--- config.mk ---
export PLATFORM = sky130hd
export DESIGN_NAME = asm_status_mode
export DESIGN_NICKNAME = d
export VERILOG_FILES = /design/src/design/asm_pkg.sv /design/src/design/asm_status_mode.sv
export VERILOG_INCLUDE_DIRS = /design/src /design/src/design
export SDC_FILE = /design/constraint.sdc
export NUM_CORES = 1
export LEC_CHECK = 0
export ABC_CLOCK_PERIOD_IN_PS = 2000
export BUFFER_PORTS_ARGS = -buffer_cell sky130_fd_sc_hd__buf_4
export CAP_MARGIN = 10
export CORE_ASPECT_RATIO = 1.4
export CORE_MARGIN = 2
export CORE_UTILIZATION = 45
export DETAILED_ROUTE_END_ITERATION = 8
export PLACE_DENSITY_LB_ADDON = 0.3
export REMOVE_ABC_BUFFERS = 1
export SLEW_MARGIN = 5
export SYNTH_ARGS = -nofsm -noshare
export SYNTH_HDL_FRONTEND = slang
export SYNTH_SLANG_ARGS = --single-unit
export TNS_END_PERCENT = 10
--- constraint.sdc ---
create_clock -name aclk -period 2 [get_ports aclk]
set_clock_uncertainty 0.15 [all_clocks]
set_input_delay 0.4 -clock aclk [delete_from_list [all_inputs] [get_ports aclk]]
set_output_delay 0.4 -clock aclk [all_outputs]
set_load 0.05 [all_outputs]
--- src/design/asm_regs.svh ---
`ifndef ASM_REGS_SVH
`define ASM_REGS_SVH
// Register indices; byte address is four times the index.
`define ASM_STATUS_IDX 4'h1
`define ASM_MODE_IDX 4'h2
`define ASM_CHEN_IDX 4'h3
`define ASM_ADDR(i) ({(i), 2'h0})
// Reset values.
`define ASM_STATUS_RST 16'h0500
`define ASM_MODE_RST 16'h0510
`define ASM_CHEN_RST 3'h7
// Status fields.
`define ASM_ST_LOCK 15
`define ASM_ST_RESYNC 14
`define ASM_ST_MAP 13
`define ASM_ST_CRCERR 12
`define ASM_ST_RSVD 7:3
`define ASM_ST_NEW 2:0
// Mode fields; bits 11:8 are mirrored into status at the same positions.
`define ASM_MD_RSVD_HI 15:14
`define ASM_MD_MAP_EN 13
`define ASM_MD_RX_EN 12
`define ASM_MD_POLY 11
`define ASM_MD_RST 10
`define ASM_MD_WLEN 9:8
`define ASM_MD_RSVD_LO 7:5
`define ASM_MD_TMO 4
`define ASM_MD_SRC 3:2
`define ASM_MD_HIZ 1
`define ASM_MD_FMT 0
// Source select codes.
`define ASM_SRC_LAG 2'h0
`define ASM_SRC_OR 2'h1
// AXI responses.
`define ASM_RESP_OK 2'h0
`define ASM_RESP_ERR 2'h2
// Pulse timing.
`define ASM_CLK_NS 20
`define ASM_PULSE_NS 40
`define ASM_PULSE_CYC (((`ASM_PULSE_NS) + (`ASM_CLK_NS) - 1) / (`ASM_CLK_NS))
`endif

--- src/design/asm_pkg.sv ---
package asm_pkg;
  typedef logic [31:0] asm_data_t;
  typedef logic [5:0] asm_addr_t;
  typedef logic [15:0] asm_word_t;
  // Ready pin states.
  typedef enum logic [1:0] {
    ASM_PIN_IDLE = 2'b00,
    ASM_PIN_LEVEL = 2'b01,
    ASM_PIN_PULSE = 2'b10
  } asm_pin_e;
endpackage

--- src/design/asm_status_mode.sv ---
// Our own choice: the AXI4-Lite register port.
`timescale 1ns/100ps
`include "asm_regs.svh"
module asm_status_mode (
  // Clock, reset and enable.
  input wire logic aclk,
  input wire logic aresetn,
  input wire logic ce,
  // AXI4-Lite write address.
  input wire logic saxi_awvalid,
  output logic saxi_awready,
  input wire asm_pkg::asm_addr_t saxi_awaddr,
  // AXI4-Lite write data.
  input wire logic saxi_wvalid,
  output logic saxi_wready,
  input wire asm_pkg::asm_data_t saxi_wdata,
  input wire logic [3:0] saxi_wstrb,
  // AXI4-Lite write response.
  output logic saxi_bvalid,
  input wire logic saxi_bready,
  output logic [1:0] saxi_bresp,
  // AXI4-Lite read address.
  input wire logic saxi_arvalid,
  output logic saxi_arready,
  input wire asm_pkg::asm_addr_t saxi_araddr,
  // AXI4-Lite read data.
  output logic saxi_rvalid,
  input wire logic saxi_rready,
  output asm_pkg::asm_data_t saxi_rdata,
  output logic [1:0] saxi_rresp,
  // Converter events and state.
  input wire logic lock_state,
  input wire logic resync_pulse,
  input wire logic map_crc_change_pulse,
  input wire logic rx_crc_error_pulse,
  input wire logic [2:0] chan_sample_pulse,
  input wire logic sample_data_read_pulse,
  // Configuration to the converter.
  output logic map_crc_enable,
  output logic rx_crc_enable,
  output logic crc_poly_select,
  output logic [1:0] word_length_select,
  output logic timeout_enable,
  output logic [2:0] chan_convert_enable,
  // Ready pin.
  output logic sample_ready_pin_o,
  output logic sample_ready_pin_oe
);
  import asm_pkg::*;

  // ****************************************
  // Register state
  // ****************************************
  asm_word_t mode;
  logic [2:0] chen;
  logic resync_event_flag;
  logic map_flag;
  logic crc_err_flag;
  logic [2:0] new_sample;
  asm_word_t status_word;

  // Write channel holding state.
  logic aw_held;
  logic w_held;
  asm_addr_t aw_addr;
  asm_data_t w_data;
  logic [3:0] w_strb;
  logic do_write;
  logic wr_mode;
  logic wr_chen;
  logic rd_take;
  logic rd_status;

  // Ready pin state.
  asm_pin_e pin_state;
  asm_pin_e next_pin_state;
  logic avail;
  logic avail_q;
  logic [1:0] pulse_cnt;

  // ****************************************
  // Write path
  // ****************************************

  // Write happens once both halves are held and no response waits.
  assign do_write = aw_held && w_held && !saxi_bvalid;
  assign wr_mode = do_write && (aw_addr == `ASM_ADDR(`ASM_MODE_IDX));
  assign wr_chen = do_write && (aw_addr == `ASM_ADDR(`ASM_CHEN_IDX));

  // Address channel capture, either order with data.
  always_ff @(posedge aclk) begin
    if (!aresetn) begin
      aw_held <= 1'b0;
      aw_addr <= 6'h00;
      saxi_awready <= 1'b1;
    end else if (ce) begin
      if (saxi_awvalid && saxi_awready) begin
        aw_held <= 1'b1;
        aw_addr <= saxi_awaddr;
        saxi_awready <= 1'b0;
      end else if (saxi_bvalid && saxi_bready) begin
        aw_held <= 1'b0;
        saxi_awready <= 1'b1;
      end
    end
  end

  // Data channel capture.
  always_ff @(posedge aclk) begin
    if (!aresetn) begin
      w_held <= 1'b0;
      w_data <= 32'h00000000;
      w_strb <= 4'h0;
      saxi_wready <= 1'b1;
    end else if (ce) begin
      if (saxi_wvalid && saxi_wready) begin
        w_held <= 1'b1;
        w_data <= saxi_wdata;
        w_strb <= saxi_wstrb;
        saxi_wready <= 1'b0;
      end else if (saxi_bvalid && saxi_bready) begin
        w_held <= 1'b0;
        saxi_wready <= 1'b1;
      end
    end
  end

  // Write response; read-only and unmapped words answer an error.
  always_ff @(posedge aclk) begin
    if (!aresetn) begin
      saxi_bvalid <= 1'b0;
      saxi_bresp <= `ASM_RESP_OK;
    end else if (ce) begin
      if (do_write) begin
        saxi_bvalid <= 1'b1;
        saxi_bresp <= (wr_mode || wr_chen) ? `ASM_RESP_OK : `ASM_RESP_ERR;
      end else if (saxi_bready) begin
        saxi_bvalid <= 1'b0;
      end
    end
  end

  // ****************************************
  // Mode and channel enable registers
  // ****************************************

  // mode reset value.
  // Mode register with byte lanes; reset flag bit clears only.
  always_ff @(posedge aclk) begin
    if (!aresetn) begin
      mode <= `ASM_MODE_RST;
    end else if (ce && wr_mode) begin
      if (w_strb[0]) begin
        mode[7:0] <= w_data[7:0];
      end
      if (w_strb[1]) begin
        mode[15:11] <= w_data[15:11];
        mode[9:8] <= w_data[9:8];
        if (!w_data[`ASM_MD_RST]) begin
          mode[`ASM_MD_RST] <= 1'b0;
        end
      end
    end
  end

  always_ff @(posedge aclk) begin
    if (!aresetn) begin
      chen <= `ASM_CHEN_RST;
    end else if (ce && wr_chen && w_strb[0]) begin
      chen <= w_data[2:0];
    end
  end

  // Configuration outputs straight from the mode and channel enable flops.
  // drive converter.
  assign map_crc_enable = mode[`ASM_MD_MAP_EN];
  assign rx_crc_enable = mode[`ASM_MD_RX_EN];
  assign crc_poly_select = mode[`ASM_MD_POLY];
  assign word_length_select = mode[`ASM_MD_WLEN];
  assign timeout_enable = mode[`ASM_MD_TMO];
  assign chan_convert_enable = chen;

  // ****************************************
  // Status flags
  // ****************************************

  assign rd_take = saxi_arvalid && saxi_arready;
  assign rd_status = rd_take && (saxi_araddr == `ASM_ADDR(`ASM_STATUS_IDX));

  // resync sticky flag.
  // A status read clears the flag; a new event in that cycle wins.
  always_ff @(posedge aclk) begin
    if (!aresetn) begin
      resync_event_flag <= 1'b0;
    end else if (ce) begin
      if (resync_pulse) begin
        resync_event_flag <= 1'b1;
      end else if (rd_status) begin
        resync_event_flag <= 1'b0;
      end
    end
  end

  always_ff @(posedge aclk) begin
    if (!aresetn) begin
      map_flag <= 1'b0;
    end else if (ce) begin
      if (map_crc_change_pulse && mode[`ASM_MD_MAP_EN]) begin
        map_flag <= 1'b1;
      end else if (rd_status) begin
        map_flag <= 1'b0;
      end
    end
  end

  always_ff @(posedge aclk) begin
    if (!aresetn) begin
      crc_err_flag <= 1'b0;
    end else if (ce) begin
      if (rx_crc_error_pulse && mode[`ASM_MD_RX_EN]) begin
        crc_err_flag <= 1'b1;
      end else if (rd_status) begin
        crc_err_flag <= 1'b0;
      end
    end
  end

  // per-channel new data flags.
  // Each flag sets on its channel pulse while that channel is enabled and clears when data are read.
  genvar gi;
  generate
    for (gi = 0; gi < 3; gi = gi + 1) begin : g_new
      always_ff @(posedge aclk) begin
        if (!aresetn) begin
          new_sample[gi] <= 1'b0;
        end else if (ce) begin
          if (chan_sample_pulse[gi] && chen[gi]) begin
            new_sample[gi] <= 1'b1;
          end else if (sample_data_read_pulse) begin
            new_sample[gi] <= 1'b0;
          end
        end
      end
    end
  endgenerate

  // status word.
  // Lock, sticky flags, mirrored mode fields, zero reserved bits.
  always_comb begin
    status_word = 16'h0000;
    status_word[`ASM_ST_LOCK] = lock_state;
    status_word[`ASM_ST_RESYNC] = resync_event_flag;
    status_word[`ASM_ST_MAP] = map_flag;
    status_word[`ASM_ST_CRCERR] = crc_err_flag;
    status_word[`ASM_MD_POLY] = mode[`ASM_MD_POLY];
    status_word[`ASM_MD_RST] = mode[`ASM_MD_RST];
    status_word[`ASM_MD_WLEN] = mode[`ASM_MD_WLEN];
    status_word[`ASM_ST_NEW] = new_sample;
  end

  // ****************************************
  // Read path
  // ****************************************

  // status decode.
  // One read at a time; data captured at the address handshake.
  always_ff @(posedge aclk) begin
    if (!aresetn) begin
      saxi_arready <= 1'b1;
      saxi_rvalid <= 1'b0;
      saxi_rdata <= 32'h00000000;
      saxi_rresp <= `ASM_RESP_OK;
    end else if (ce) begin
      if (rd_take) begin
        saxi_arready <= 1'b0;
        saxi_rvalid <= 1'b1;
        saxi_rresp <= `ASM_RESP_OK;
        case (saxi_araddr)
          `ASM_ADDR(`ASM_STATUS_IDX): begin
            saxi_rdata <= {16'h0000, status_word};
          end
          `ASM_ADDR(`ASM_MODE_IDX): begin
            saxi_rdata <= {16'h0000, mode};
          end
          `ASM_ADDR(`ASM_CHEN_IDX): begin
            saxi_rdata <= {29'h00000000, chen};
          end
          default: begin
            saxi_rdata <= 32'h00000000;
            saxi_rresp <= `ASM_RESP_ERR;
          end
        endcase
      end else if (saxi_rvalid && saxi_rready) begin
        saxi_rvalid <= 1'b0;
        saxi_arready <= 1'b1;
      end
    end
  end

  // ****************************************
  // Ready pin
  // ****************************************

  always_comb begin
    case (mode[`ASM_MD_SRC])
      `ASM_SRC_LAG: begin
        avail = (chen != 3'h0) && ((new_sample & chen) == chen);
      end
      `ASM_SRC_OR: begin
        avail = |(new_sample & chen);
      end
      default: begin
        avail = |(new_sample & chen);
      end
    endcase
  end

  // Pin state: level follows avail; pulse fires on each rise seen in idle, not on a rise during a pulse.
  always_comb begin
    next_pin_state = pin_state;
    case (pin_state)
      ASM_PIN_IDLE: begin
        if (avail && !avail_q) begin
          next_pin_state = mode[`ASM_MD_FMT] ? ASM_PIN_PULSE : ASM_PIN_LEVEL;
        end else if (avail && !mode[`ASM_MD_FMT]) begin
          next_pin_state = ASM_PIN_LEVEL;
        end
      end
      ASM_PIN_LEVEL: begin
        if (!avail || mode[`ASM_MD_FMT]) begin
          next_pin_state = ASM_PIN_IDLE;
        end
      end
      ASM_PIN_PULSE: begin
        if (pulse_cnt == 2'(`ASM_PULSE_CYC - 1)) begin
          next_pin_state = ASM_PIN_IDLE;
        end
      end
      default: begin
        next_pin_state = ASM_PIN_IDLE;
      end
    endcase
  end

  always_ff @(posedge aclk) begin
    if (!aresetn) begin
      pin_state <= ASM_PIN_IDLE;
      avail_q <= 1'b0;
      pulse_cnt <= 2'h0;
    end else if (ce) begin
      pin_state <= next_pin_state;
      avail_q <= avail;
      if (next_pin_state == ASM_PIN_PULSE && pin_state == ASM_PIN_PULSE) begin
        pulse_cnt <= pulse_cnt + 2'h1;
      end else begin
        pulse_cnt <= 2'h0;
      end
    end
  end

  always_ff @(posedge aclk) begin
    if (!aresetn) begin
      sample_ready_pin_o <= 1'b1;
      sample_ready_pin_oe <= 1'b1;
    end else if (ce) begin
      if (next_pin_state != ASM_PIN_IDLE) begin
        sample_ready_pin_o <= 1'b0;
        sample_ready_pin_oe <= 1'b1;
      end else begin
        sample_ready_pin_o <= 1'b1;
        sample_ready_pin_oe <= !mode[`ASM_MD_HIZ];
      end
    end
  end
endmodule

Word level (Yosys, flattened, before mapping)
Cells that the tools add are included.
- reduce and logical (&&, ||, !) cells: 62
- bitwise operators: 2
- eq/ne operators: 10
- muxes and demuxes: 33
- add/subtract/negate cells: 1
- operator list (cell ; count):
    $pmux W16 S3 ; 1
    $reduce_and A2 Y1 ; 16
    $eq A6 B4 Y1 const B ; 4
    $mux W1 ; 23
    $logic_and A1 B1 Y1 ; 22
    $reduce_bool A2 Y1 ; 11
    $mux W2 ; 8
    $eq A6 B3 Y1 const B ; 1
    $pmux W2 S3 ; 1
    $reduce_or A3 Y1 ; 2
    $logic_not A1 Y1 ; 5
    $eq A2 B1 Y1 const B ; 2
    $eq A2 B2 Y1 const B ; 2
    $logic_not A2 Y1 ; 2
    $and A3 B3 Y3 ; 1
    $eq A3 B3 Y1 ; 1
    $reduce_and A3 Y1 ; 1
    $reduce_bool A3 Y1 ; 1
    $add A2 B1 Y2 const B ; 1
    $logic_or A1 B1 Y1 ; 2
    $not A1 Y1 ; 1
- output and inout bits: 52
- input bits: 64
- word-level logic and storage cells: 136
- flip-flop bits (word level): 99

Logic depth before layout (Yosys ltp)
- word-level depth: 11
- mapped depth: 6

Least setup slack after synthesis
No wires, ideal clock.
- path type: reg2reg
- start point: register saxi_bvalid
- end point: register mode[4]
- library setup time: 0.129 ns
- setup slack: -0.071 ns
- path buffers: 0
- arrival: 1.792 ns
- cell stages (with the launch flop): 5
- path through: dfxtp_1 -> nand4b_1 -> nor4_4 -> mux2i_1 -> nand2_1
- cells in the longest elaborated chain, start to end: 5
- RTL lines (item ; line ; RTL):
    from (decl) ; asm_status_mode.sv:19 ; output logic saxi_bvalid,
    from (signal assigned) ; asm_status_mode.sv:131 ; saxi_bvalid <= 1'b0;
    from (signal assigned) ; asm_status_mode.sv:135 ; saxi_bvalid <= 1'b1;
    from (signal assigned) ; asm_status_mode.sv:138 ; saxi_bvalid <= 1'b0;
    $logic_not A1 Y1 ; asm_status_mode.sv:86 ; assign do_write = aw_held && w_held && !saxi_bvalid;
    $logic_and A1 B1 Y1 ; asm_status_mode.sv:86 ;
    $logic_and A1 B1 Y1 ; asm_status_mode.sv:87 ; assign wr_mode = do_write && (aw_addr == `ASM_ADDR(`ASM_MODE_IDX));
    $logic_and A1 B1 Y1 ; asm_status_mode.sv:152 ; end else if (ce && wr_mode) begin
    $reduce_and A2 Y1 (no line) ; - ;
    to (signal assigned) ; asm_status_mode.sv:151 ; mode <= `ASM_MODE_RST;
    to (signal assigned) ; asm_status_mode.sv:154 ; mode[7:0] <= w_data[7:0];
    to (decl) ; asm_status_mode.sv:54 ; asm_word_t mode;
Every way passes these cells.
A chain may end at the register's enable or synchronous reset.

Final worst setup path
- start point: register aw_addr[0]
- end point: register mode[8]
- cells in the longest elaborated chain, start to end: 4
- RTL lines (item ; line ; RTL):
    from (decl) ; asm_status_mode.sv:65 ; asm_addr_t aw_addr;
    from (signal assigned) ; asm_status_mode.sv:99 ; aw_addr <= saxi_awaddr;
    $eq A6 B4 Y1 (no line) ; - ;
    $logic_and A1 B1 Y1 ; asm_status_mode.sv:87 ;
    $logic_and A1 B1 Y1 ; asm_status_mode.sv:152 ;
    $reduce_and A2 Y1 (no line) ; - ;
    to (signal assigned) ; asm_status_mode.sv:151 ;
    to (signal assigned) ; asm_status_mode.sv:158 ; mode[9:8] <= w_data[9:8];
Every way passes these cells.

==> impl_metrics.csv <==
group,metric,value,unit
outcome,status,"finished clean",
floorplan,ios,116,
synthesis,synth_edf_count,0,
placed_design,finalWeightedCongestion,0.759,
job,maxCapViolCount,0,
floorplan,die_area,0.00836,mm^2
route,antenna_left,0,
synthesis,syn_area,0.00344,mm^2
route,wl,7.28,mm
worst_setup_path,cp_max_fo,8,
placed_design,dpl_cell_area,0.00410,mm^2
clocking,clkTransAtPathRegs,80,ps
timing,finalHoldViolCount,0,
placed_design,port_buffers,79,
finish,final_core_util,0.580,
route,drtIter0Drc,91,
worst_setup_path,critPathKind,"reg2reg",
finish,fin_area,0.00427,mm^2
synthesis,ys_ff_latch,81,
timing,period_minus_slack,1930,ps
global_routing,met1_usage,0.216,
global_routing,use_met3,0.0352,
finish,multiInputGateArea,0.00164,mm^2
synthesis,synth.top_cells.by_count,"dfxtp_1 (81), nand2_1 (61), nor2b_1 (39), mux2i_1 (25), a21boi_0 (21)",
finish,drive_gt1_frac,0.258,
synthesis,synth.distinct_cells,43,
timing,slew_viol_final,0,
clocking,clockRootBuffer,"clkbuf_8",
floorplan,die_y,107,um
power,peakVddDrop,0.422,mV
finish,fillerInstances,692,
synthesis,yosysTopAreaCellShare,0.472,
clocking,cts_buffers,9,
finish,seq_area,0.00162,mm^2
clocking,tritoncts,"done",
worst_setup_path,worstPathArrival,2000,ps
finish,n_antenna_cell,0,
timing,setup_viol,0,
synthesis,synthArstFlopShare,0,
global_routing,grt_pass1_vias,2591,
synthesis,synthMostInstantiatedCell,"dfxtp_1",
worst_setup_path,worst_ep_required_time,2080,ps
synthesis,synth_warnings,0,
power,total_power,3.12,mW
synthesis,syn_avg_cell_area,9.44,um^2
synthesis,synth_top_flop_cell,"dfxtp_1",
clocking,worst_skew_pair.late_latency,350,ps
floorplan,start_util,0.467,
power,powerDensity,729,mW/mm^2
synthesis,synthCells,364,
clocking,cts_hold_buf,0,
global_routing,grt_overflow,0,
synthesis,ys_seq_area_frac,0.472,
route,num_vias,2751,
synthesis,synth_top_area_cell,"dfxtp_1",
timing,rsz0062_at_grt,"true",
route,remaining_drc_errors,0,
global_routing,antenna_found_initial,0,
hold_path,hold_path_class,"in2reg",
global_routing,grt_max_degree,64,
clocking,postCtsSetupBuffers,0,
global_routing,busiest_layer,"met2",
finish,area_growth,24.4,%
floorplan,rows,37,
timing,whs,153,ps
route,drt_pass1_iterations,4,
floorplan,die_x,77.9,um
route,wire_per_inst,13.3,um
clocking,clock_sinks,81,
power,p_leak,1.75,nW
finish,nets,509,
worst_setup_path,critPathLaunchType,"register",
global_routing,grtUsageMet2,0.312,
timing,period_share,0.964,
route,via_per_inst,5.04,
clocking,clock_path_buffers,2,
clocking,cts_htree_levels,3,
floorplan,core-area,0.00736,mm^2
timing,fmax,519,MHz
global_routing,grt_pass1_wl,12.1,mm
global_routing,grt_usage,0.184,
worst_setup_path,end_kind,"register",
synthesis,synth_area_leaders,"dfxtp_1 (47%), mux2i_1 (7.3%), nor2b_1 (7.1%), nand2_1 (6.7%), a21boi_0 (4.6%)",
placed_design,place_hpwl,5.21,mm
[per-stage QoR]
step	TNS, ps	instances	setup WS, ps
2_1_floorplan	-654	342	-58.5
3_3_place_gp	-111	530	-26.3
3_5_place_dp	-223	530	-50.5
4_1_cts	0	546	3.80
5_1_grt	-33.2	546	-17.3
6_report	0	546	71.4
[per-layer routing]
metal | share of wire | wire length (um) | vias to the layer above
met3 | 0.046 | 332 | 12
li1 | - | - | 1383
met4 | 0.024 | 173 | 0
met5 | 0 | 0 | -
met2 | 0.51 | 3730 | 68
met1 | 0.42 | 3050 | 1288
[power by group]
group | switching (mW) | internal (mW)
Combinational | 0.230 | 0.147
Sequential | 0.0291 | 1.65
Clock | 0.576 | 0.481
[critical path, stage by stage (launching register included)]
cell and delay [ps]:
dfxtp_1 320, or4b_4 570, buf_12 150, nor4_4 200, buf_12 170, mux2i_1 180
nand2_1 60
[registers in the layout, summed over array words and instances (netlist names), 2 cells and up]
signal and flops:
w_data 16, chan_convert_enable 3, pulse_cnt 2, aw_addr 6, saxi_rdata 16, w_strb 2, mode 16, pin_state 2
new_sample 3
[cells by family after synthesis]
kind of cell	Yosys count	synth area share
compound gates	70	0.147
simple gates	141	0.223
mux	28	0.0827
buf+inv	42	0.0710
flops	81	0.472
other cells	1	0.00109
fa+ha+maj	1	0.00364
[path summary, 6_finish.rpt]
check,startpoint,to,cells past startpoint,slack [ps]
setup reg to reg,aw_addr[0]$_SDFFE_PN0P_,mode[8]$_SDFFE_PN1P_,6,70
hold reg to reg,w_data[4]$_SDFFE_PN0P_,w_data[4]$_SDFFE_PN0P_,2,320
setup / recovery,aw_addr[0]$_SDFFE_PN0P_,mode[8]$_SDFFE_PN1P_,6,70
hold / removal,saxi_wdata[7],w_data[7]$_SDFFE_PN0P_,3,150
[cells in the final DEF (no fill, tap or decap), types with 2 or more instances in the layout]
cell,count
mux2_2,3
and3_1,4
and2_1,8
mux2i_1,25
a22oi_1,17
clkinv_2,3
a32oi_1,5
nand3_1,8
o211a_1,2
nor4_4,2
dfxtp_1,81
nand2_1,61
buf_12,2
inv_1,3
clkbuf_8,10
o21ai_0,14
buf_4,89
conb_1,18
a21boi_0,21
nor2_1,2
a21oi_1,2
nand2b_1,7
nor2b_1,39
[final cells by class]
type | count | area share
multi-input cells | 258 | 0.383
flip-flops and latches | 81 | 0.380
repair buffers | 91 | 0.166
clock buffers | 11 | 0.0331
well taps | 97 | 0.0284
clock inverters | 5 | 0.00732
inverters | 3 | 0.00264
[timing repair]
item                       in CTS  in global routing
gates resized for setup         1                  0
setup endpoints to repair      11                 13
pin swaps                       1                  3
(Power assumes the default switching activity.)
